--- src/logic/rss_defines.svh ---
`ifndef RSS_DEFINES_SVH
`define RSS_DEFINES_SVH

// Pin roles fixed in silicon
`define RSS_PORT_SEL_PIN    9
`define RSS_HOLD_HIGH_PIN   8

// Default configuration-select pins when none are assigned: GPIO[3:0]
`define RSS_DEF_SEL_MASK    4'hF

// Default pin counts
`define RSS_DEF_NGPIO       16
`define RSS_DEF_NCLK        8

// Reset values of the derived settings and of the clock and GPIO output enables
`define RSS_RST_MAIN_I2C    1'b0
`define RSS_RST_A2          1'b0
`define RSS_RST_EEPROM_EN   1'b1
`define RSS_RST_CLK_OUT_EN  1'b0
`define RSS_RST_GPIO_OUT_EN 1'b0

`endif

--- src/logic/rss_pkg.sv ---
package rss_pkg;

  // Gray-coded along idle -> in reset -> capture -> held
  typedef enum logic [1:0] {
    RSS_ST_IDLE    = 2'b00,
    RSS_ST_RESET   = 2'b01,
    RSS_ST_CAPTURE = 2'b11,
    RSS_ST_HELD    = 2'b10
  } rss_state_t;

endpackage

--- src/logic/rss_sel_if.sv ---
interface rss_sel_if #(
  parameter int NG = 16
);
  logic [NG-1:0] strap;
  logic [NG-1:0] addr_mask;
  logic [NG-1:0] eeprom_mask;
  logic [NG-1:0] sel_mask;
  logic          a2;
  logic          eeprom_dis;
  logic [NG-1:0] index;

  modport calc (
    input  strap,
    input  addr_mask,
    input  eeprom_mask,
    input  sel_mask,
    output a2,
    output eeprom_dis,
    output index
  );

  modport user (
    output strap,
    output addr_mask,
    output eeprom_mask,
    output sel_mask,
    input  a2,
    input  eeprom_dis,
    input  index
  );
endinterface

--- src/logic/rss_select.sv ---
module rss_select
  import rss_pkg::*;
#(
  parameter int NG = 16
) (
  rss_sel_if.calc sif
);

  localparam int CW = $clog2(NG + 1);

  logic [CW-1:0] sel_cnt   [NG+1];
  logic [NG-1:0] sel_acc   [NG+1];
  logic [NG:0]   a2_chain;

  assign sel_cnt[0]  = '0;
  assign sel_acc[0]  = '0;
  // No pin assigned leaves A2 at zero
  assign a2_chain[0] = 1'b0;

  genvar i;
  generate
    for (i = 0; i < NG; i++) begin : g_pin
      wire           sel_hit = sif.sel_mask[i] & sif.strap[i];
      wire [NG-1:0]  sel_bit = sel_hit ? (NG'(1) << sel_cnt[i]) : '0;
      // Each assigned pin lands at the count of assigned pins below it
      assign sel_cnt[i+1]  = sel_cnt[i] + CW'(sif.sel_mask[i]);
      assign sel_acc[i+1]  = sel_acc[i] | sel_bit;
      // Higher index overrides lower ones along the chain
      assign a2_chain[i+1] = sif.addr_mask[i] ? sif.strap[i] : a2_chain[i];
    end
  endgenerate

  assign sif.index      = sel_acc[NG];
  assign sif.a2         = a2_chain[NG];
  assign sif.eeprom_dis = |(sif.eeprom_mask & sif.strap);

endmodule

--- src/logic/rss_top.sv ---
// What this block does
// Capture every GPIO level at master reset rise; derive start-up settings from it.
// Pin 9 low: main SPI, aux I2C; high: main I2C, aux SPI.
// Board keeps pin 8 high throughout master reset assertion.
// All strap-derived settings stay writable afterwards through write ports.
// No address pin assigned gives A2 zero; else A2 from that pin.
// Several address pins: only the highest-index one counts.
// A2 applies only to the I2C port, never to the SPI port.
// High on an EEPROM-disable pin stops the external EEPROM search.
// No EEPROM-disable pin assigned: EEPROM search always enabled.
// Several EEPROM-disable pins combine by logical OR.
// No select pins assigned: index comes from GPIO 3 down to 0.
// Pulled-up default select pins give index fifteen.
// Up to four select pins, ascending index, lowest pin is LSB.
// Fewer than four select pins fill a 4-bit index, upper bits zero.
// More than four select pins form a correspondingly wider index.
// Without stored user configs index is ignored, default pin roles kept.
// Defaults: all clock outputs off, all GPIOs general-purpose inputs.
// Board should not use test-access GPIOs for strap functions.
// Checksum failure skips the load; registers keep default values.
// Captured straps stay constant until master reset asserts again.
`include "rss_defines.svh"

module rss_top
  import rss_pkg::*;
#(
  parameter int NG = `RSS_DEF_NGPIO,
  parameter int NC = `RSS_DEF_NCLK
) (
  input  wire logic          clk,
  input  wire logic          srst,
  input  wire logic          master_reset_low,
  input  wire logic [NG-1:0] gpio_pin_in,
  input  wire logic [NG-1:0] info_addr_mask,
  input  wire logic [NG-1:0] info_eeprom_dis_mask,
  input  wire logic [NG-1:0] info_cfg_sel_mask,
  input  wire logic          info_has_user_cfg,
  input  wire logic          cfg_check_done,
  input  wire logic          cfg_check_ok,
  input  wire logic          wr_port_swap_we,
  input  wire logic          wr_port_swap,
  input  wire logic          wr_a2_we,
  input  wire logic          wr_a2,
  input  wire logic          wr_eeprom_en_we,
  input  wire logic          wr_eeprom_en,
  input  wire logic          wr_index_we,
  input  wire logic [NG-1:0] wr_index,
  input  wire logic          wr_clk_out_we,
  input  wire logic [NC-1:0] wr_clk_out_en,
  input  wire logic          wr_gpio_mode_we,
  input  wire logic [NG-1:0] wr_gpio_out_en,
  output logic               main_is_i2c,
  output logic               aux_is_i2c,
  output logic               main_addr_a2,
  output logic               aux_addr_a2,
  output logic               eeprom_search_en,
  output logic [NG-1:0]      cfg_index,
  output logic               cfg_index_valid,
  output logic               cfg_load_en,
  output logic               cfg_load_skipped,
  output logic               strap_captured,
  output logic               hold_pin_fault,
  output logic [NC-1:0]      clk_out_en,
  output logic [NG-1:0]      gpio_out_en
);

  if (NG <= `RSS_PORT_SEL_PIN || NG < 4 || NC < 1) begin : g_bad_param
    $error("rss_top: NG must exceed the port-select pin and be at least 4, NC at least 1");
  end

  // Pin synchronisers; stage one is read only by stage two
  logic          mr_s1_reg;
  logic          mr_s2_reg;
  logic          mr_d_reg;
  logic [NG-1:0] gpio_s1_reg;
  logic [NG-1:0] gpio_s2_reg;

  always_ff @(posedge clk) begin
    if (srst) begin
      // Idle level of the pin, so no false rise follows srst
      mr_s1_reg   <= 1'b1;
      mr_s2_reg   <= 1'b1;
      mr_d_reg    <= 1'b1;
      gpio_s1_reg <= '0;
      gpio_s2_reg <= '0;
    end else begin
      mr_s1_reg   <= master_reset_low;
      mr_s2_reg   <= mr_s1_reg;
      mr_d_reg    <= mr_s2_reg;
      gpio_s1_reg <= gpio_pin_in;
      gpio_s2_reg <= gpio_s1_reg;
    end
  end

  // Both pin paths share the same delay, so levels line up with the edge
  wire mr_rise = mr_s2_reg & ~mr_d_reg;
  wire mr_low  = ~mr_s2_reg;

  rss_state_t    state_reg;
  rss_state_t    state_next;
  logic [NG-1:0] strap_reg;

  always_comb begin
    state_next = state_reg;
    case (state_reg)
      RSS_ST_IDLE: begin
        if (mr_low) begin
          state_next = RSS_ST_RESET;
        end
      end
      RSS_ST_RESET: begin
        if (mr_rise) begin
          state_next = RSS_ST_CAPTURE;
        end
      end
      RSS_ST_CAPTURE: begin
        state_next = mr_low ? RSS_ST_RESET : RSS_ST_HELD;
      end
      RSS_ST_HELD: begin
        if (mr_low) begin
          state_next = RSS_ST_RESET;
        end
      end
      default: begin
        state_next = RSS_ST_IDLE;
      end
    endcase
  end

  wire do_capture = (state_reg == RSS_ST_RESET) && mr_rise;
  wire do_derive  = (state_reg == RSS_ST_CAPTURE);
  wire in_reset   = (state_reg == RSS_ST_RESET);
  wire enter_rst  = (state_reg != RSS_ST_RESET) && (state_next == RSS_ST_RESET);

  always_ff @(posedge clk) begin
    if (srst) begin
      state_reg <= RSS_ST_IDLE;
    end else begin
      state_reg <= state_next;
    end
  end

  // Strap latch only loads on the rising edge of master reset
  always_ff @(posedge clk) begin
    if (srst) begin
      strap_reg <= '0;
    end else if (do_capture) begin
      strap_reg <= gpio_s2_reg;
    end
  end

  // Unprogrammed parts fall back to default pin roles
  wire [NG-1:0] def_sel_mask = NG'(`RSS_DEF_SEL_MASK);
  wire [NG-1:0] eff_addr_mask;
  wire [NG-1:0] eff_eeprom_mask;
  wire [NG-1:0] eff_sel_mask;
  wire          sel_none = ~|info_cfg_sel_mask;

  assign eff_addr_mask   = info_has_user_cfg ? info_addr_mask : '0;
  assign eff_eeprom_mask = info_has_user_cfg ? info_eeprom_dis_mask : '0;
  // Empty select mask means GPIO[3:0], which pulls up to fifteen
  assign eff_sel_mask    = (info_has_user_cfg && !sel_none) ? info_cfg_sel_mask
                                                            : def_sel_mask;

  rss_sel_if #(.NG(NG)) sel_bus ();

  assign sel_bus.strap       = strap_reg;
  assign sel_bus.addr_mask   = eff_addr_mask;
  assign sel_bus.eeprom_mask = eff_eeprom_mask;
  assign sel_bus.sel_mask    = eff_sel_mask;

  rss_select #(.NG(NG)) u_select (
    .sif (sel_bus.calc)
  );

  wire strap_main_i2c = strap_reg[`RSS_PORT_SEL_PIN];

  // Derived settings; capture path wins over a same-cycle write
  logic          main_i2c_reg;
  logic          a2_reg;
  logic          eeprom_en_reg;
  logic [NG-1:0] index_reg;
  logic          index_valid_reg;
  logic          captured_reg;

  always_ff @(posedge clk) begin
    if (srst) begin
      main_i2c_reg    <= `RSS_RST_MAIN_I2C;
      a2_reg          <= `RSS_RST_A2;
      eeprom_en_reg   <= `RSS_RST_EEPROM_EN;
      index_reg       <= '0;
      index_valid_reg <= 1'b0;
      captured_reg    <= 1'b0;
    end else if (do_derive) begin
      main_i2c_reg    <= strap_main_i2c;
      a2_reg          <= sel_bus.a2;
      eeprom_en_reg   <= ~sel_bus.eeprom_dis;
      index_reg       <= sel_bus.index;
      // Reset seen again while deriving: nothing counts as captured
      index_valid_reg <= info_has_user_cfg && !enter_rst;
      captured_reg    <= !enter_rst;
    end else begin
      if (enter_rst) begin
        captured_reg    <= 1'b0;
        index_valid_reg <= 1'b0;
      end
      if (wr_port_swap_we) begin
        main_i2c_reg <= wr_port_swap;
      end
      if (wr_a2_we) begin
        a2_reg <= wr_a2;
      end
      if (wr_eeprom_en_we) begin
        eeprom_en_reg <= wr_eeprom_en;
      end
      if (wr_index_we) begin
        index_reg <= wr_index;
      end
    end
  end

  // Load decision; a failed checksum leaves every default in place
  logic load_en_reg;
  logic load_skip_reg;

  always_ff @(posedge clk) begin
    if (srst) begin
      load_en_reg   <= 1'b0;
      load_skip_reg <= 1'b0;
    end else if (enter_rst || do_derive) begin
      load_en_reg   <= 1'b0;
      load_skip_reg <= 1'b0;
    end else if (cfg_check_done && index_valid_reg && !load_en_reg && !load_skip_reg) begin
      load_en_reg   <= cfg_check_ok;
      load_skip_reg <= ~cfg_check_ok;
    end
  end

  // Neutral defaults; only software writes open clocks or GPIO drivers
  logic [NC-1:0] clk_en_reg;
  logic [NG-1:0] gpio_oe_reg;

  always_ff @(posedge clk) begin
    if (srst || enter_rst) begin
      clk_en_reg  <= {NC{`RSS_RST_CLK_OUT_EN}};
      gpio_oe_reg <= {NG{`RSS_RST_GPIO_OUT_EN}};
    end else begin
      if (wr_clk_out_we) begin
        clk_en_reg <= wr_clk_out_en;
      end
      if (wr_gpio_mode_we) begin
        gpio_oe_reg <= wr_gpio_out_en;
      end
    end
  end

  // Board-side check: pin 8 low while in reset; set beats the clear
  logic fault_reg;
  // Only while reset is still low; pin 8 is free once reset has risen
  wire  fault_set = in_reset && mr_low && !gpio_s2_reg[`RSS_HOLD_HIGH_PIN];

  always_ff @(posedge clk) begin
    if (srst) begin
      fault_reg <= 1'b0;
    end else if (fault_set) begin
      fault_reg <= 1'b1;
    end else if (enter_rst) begin
      fault_reg <= 1'b0;
    end
  end

  // Output flops; A2 reaches only the port that speaks I2C
  always_ff @(posedge clk) begin
    if (srst) begin
      main_is_i2c      <= `RSS_RST_MAIN_I2C;
      aux_is_i2c       <= ~`RSS_RST_MAIN_I2C;
      main_addr_a2     <= 1'b0;
      aux_addr_a2      <= 1'b0;
      eeprom_search_en <= `RSS_RST_EEPROM_EN;
      cfg_index        <= '0;
      cfg_index_valid  <= 1'b0;
      cfg_load_en      <= 1'b0;
      cfg_load_skipped <= 1'b0;
      strap_captured   <= 1'b0;
      hold_pin_fault   <= 1'b0;
      clk_out_en       <= {NC{`RSS_RST_CLK_OUT_EN}};
      gpio_out_en      <= {NG{`RSS_RST_GPIO_OUT_EN}};
    end else begin
      main_is_i2c      <= main_i2c_reg;
      aux_is_i2c       <= ~main_i2c_reg;
      main_addr_a2     <= main_i2c_reg & a2_reg;
      aux_addr_a2      <= ~main_i2c_reg & a2_reg;
      eeprom_search_en <= eeprom_en_reg;
      cfg_index        <= index_reg;
      cfg_index_valid  <= index_valid_reg;
      cfg_load_en      <= load_en_reg;
      cfg_load_skipped <= load_skip_reg;
      strap_captured   <= captured_reg;
      hold_pin_fault   <= fault_reg;
      clk_out_en       <= clk_en_reg;
      gpio_out_en      <= gpio_oe_reg;
    end
  end

endmodule

--- config.mk ---
export PLATFORM = sky130hd
export DESIGN_NAME = rss_top
export DESIGN_NICKNAME = d
export VERILOG_FILES = /design/src/logic/rss_pkg.sv /design/src/logic/rss_sel_if.sv /design/src/logic/rss_select.sv /design/src/logic/rss_top.sv
export VERILOG_INCLUDE_DIRS = /design/src /design/src/logic
export SDC_FILE = /design/constraint.sdc
export NUM_CORES = 1
export LEC_CHECK = 0
export ABC_AREA = 0
export BUFFER_PORTS_ARGS = -buffer_cell sky130_fd_sc_hd__buf_4
export CORE_MARGIN = 8
export CORE_UTILIZATION = 57
export DETAILED_ROUTE_END_ITERATION = 10
export PLACE_DENSITY = 0.81
export SLEW_MARGIN = 30
export SYNTH_ARGS = -nofsm -noshare
export SYNTH_HDL_FRONTEND = slang
export SYNTH_SLANG_ARGS = --single-unit
--- constraint.sdc ---
create_clock -name clk -period 11.45 [get_ports clk]
set_clock_uncertainty 0.1 [all_clocks]
set_input_delay 0.5725 -clock clk [delete_from_list [all_inputs] [get_ports clk]]
set_output_delay 0.5725 -clock clk [all_outputs]
set_load 0.1 [all_outputs]
==> flow_summary.ini <==
[synthesis]
synth_cells = 1148
synth_area_sq_um = 9410
yosysSeqAreaShare_pct = 32.1
syn_nets = 1295
synth_area_per_cell_sq_um = 8.20
ys_types = 85
yosysWarnings = 0
async_reset_ff_share_pct = 0
ys_ff_latch = 151
synth_flop_cell = dfxtp_1
synth_edf_count = 0

[sta]
slew_headroom_pct = 39.5
period_share_pct = 87.4
drv_slew = 0
rsz0062_at_grt = no
setup_ws_ns = 1.45
max_clock_freq_mhz = 100
hold_violations = 0
finalCriticalPeriod_ns = 10.00
worst_pin_slew_ns = 0.908
finalSetupViolations = 0
setup_tns_ns = 0

[worst_setup_path]
rr_endpoint = index_reg[0]
cp_max_fo = 12
r2r-start = state_reg[0]
cp_data_required_time_ns = 11.66
path_buf_inv = 2
startpoint_type = input pin
ff2ff_path_depth = 10
end_kind = flip-flop
reg2reg_slack_ns = 8.19
critPathKind = input pin to flip-flop
crit_arrival_ns = 10.22
crit_top_cell = ha_1
critPathMaxStageDelay_ns = 0.76
crit_slowest_cell = nor4_1
crit_family = adder cells

[clocking]
h-tree-depth = 4
cts.clk_slew.worst_paths_ns = 0.06
cts_setup_buffers = 0
clk_path_buf_depth = 2
postCtsResizedCells = 0
root_buffer = clkbuf_16
holdBufCountCts = 0
cts_tree = built
cts_made_buffers = 17
clkLatencyLatePin_ns = 0.41
cts.sinks = 151

[global_route]
grt_max_degree = 88
grt_pass1_vias = 9204
grt_first_pass_wirelength_um = 50100
grt_remaining_overflow = 0
antenna_found_initial = 0
grt_util_all_layers_pct = 30.9

[route]
drt_wl_total_um = 32400
drtIter0Drc = 1046
vias = 9640
drc_errors = 0
ant_nets = 0
drt_first_pass_iters = 5
wl_per_cell_um = 21.4
vias_per_cell = 6.36

[final_layout]
multiInputGateArea_sq_um = 6080
nets = 1430
finalInstanceArea_sq_um = 11300
antenna_cells = 0
area_growth_pct = 20.5
fill_cells = 1313
final_layout_size_suffix_gt1_share_pct = 18.0
regArea_sq_um = 3020

[power_and_ir_drop]
p_sw_uw = 881
power.density_nw_per_um2 = 180
p_sw_share_pct = 43.1
peakVddDrop_v = 0.000148
power.internal_uw = 1160
p_leak_uw = 0.00461
clockPowerShare_pct = 27.1
p_total_uw = 2040
pwr-share-comb_pct = 45.7
p_seq_share_pct = 27.2

[placed_design]
dpl_cell_area_sq_um = 10700
hpwl_um = 24800
place_ws_ns = 1.33
place_congestion = 0.987
port_buffers = 168

[die]
coreArea_sq_um = 16300
ioPinCount = 169
rows = 47
die_x_um = 145
initial_core_util_pct = 57.6
die_h_um = 145
die_area_sq_um = 20900

[min_path]
hold_depth = 2
hold_path_end = mr_s1_reg
worstHoldStart = master_reset_low
min_path_type = input pin to flip-flop

[outcome]
status = completed

[job]
maxCapViolCount = 0
## synth_stat cells (all sizes together), types with 18 or more instances
library cell,n,share of area (%)
and2,26,1.7
nor3,32,1.9
a221oi,30,2.9
inv,19,0.76
nor2b,101,6.7
nor2,90,3.6
xnor2,24,2.5
dfxtp,151,32
nand4,22,1.5
nand2,125,5.0
a31oi,18,1.2
o21ai,38,2.1
nand3,50,2.7
ha,27,3.6
clkbuf,43,1.7
a21oi,67,3.7
mux2i,41,4.5
## stage by stage
stage                     hold WS [ns]  std cells  util [%]
after floorplan                  0.289       1148         -
after global routing             0.254       1516      69.4
after detailed placement         0.293       1484      65.8
final                            0.256       1516      69.4
after global placement           0.292       1484      65.8
after CTS                        0.244       1516      69.4
## kinds of logic after synthesis
group                      synth area share, %
buffers and inverters                     3.28
muxes                                     4.77
xor gates and xnor gates                  5.41
DFF                                       32.1
AOI/OAI and AO/OA                         21.7
and+or+nand+nor                           28.9
adders and majority gates                 3.80
## worst max path at each step
stage / startpoint / end / slack (ns) / cells past startpoint
4_1_cts: info_cfg_sel_mask[11] / index_reg[15] / 1.72 / 27
3_3_place_gp: info_cfg_sel_mask[11] / index_reg[15] / 1.67 / 27
2_1_floorplan: info_cfg_sel_mask[4] / index_reg[15] / 3.25 / 27
6_report: info_cfg_sel_mask[11] / index_reg[15] / 1.45 / 27
3_5_place_dp: info_cfg_sel_mask[11] / index_reg[15] / 1.33 / 27
5_1_grt: info_cfg_sel_mask[11] / index_reg[15] / 1.00 / 27
## cell usage in the layout (no fill, tap or decap), types with 18 or more instances in the layout
master    instances
a221oi_1         29
nand3_1          50
o21ai_0          31
xnor2_1          21
nor2b_1         101
and2_1           26
inv_1            19
mux2i_1          40
a21oi_1          64
ha_1             27
dfxtp_1         151
nand2_1         125
nand4_1          22
nor3_1           30
nor2_1           90
buf_4           173
a31oi_1          18
## routing by layer
layer | share of wire (%) | GRT usage, % | vias to the layer above | routed length [um]
li1 | - | - | 4518 | -
met3 | 8.9 | 7.92 | 84 | 2880
met5 | 0 | 0 | - | 0
met4 | 4.1 | 14.1 | 0 | 1340
met2 | 47 | 49.7 | 493 | 15100
met1 | 40 | 38.1 | 4545 | 13000
## power by group through the flow
| stage | Combinational, uW | Clock [uW] | Sequential (uW) |
|---|---|---|---|
| after floorplan | 644 | 0 | 607 |
| after global placement | 896 | 0 | 565 |
| after detailed placement | 900 | 0 | 566 |
| after CTS | 907 | 559 | 555 |
| after global routing | 996 | 582 | 557 |
| final | 934 | 554 | 555 |
## area by class of cell
cell class                 count  share of cell area (%)
timing repair buffer         173                    11.5
clock inverter                14                    1.35
inverter                      19                   0.629
tap                          220                    2.43
multi-input combinational    921                    53.6
sequential                   151                    26.7
clock buffer                  18                    3.87
No activity file was read; power rests on OpenSTA's default activity.
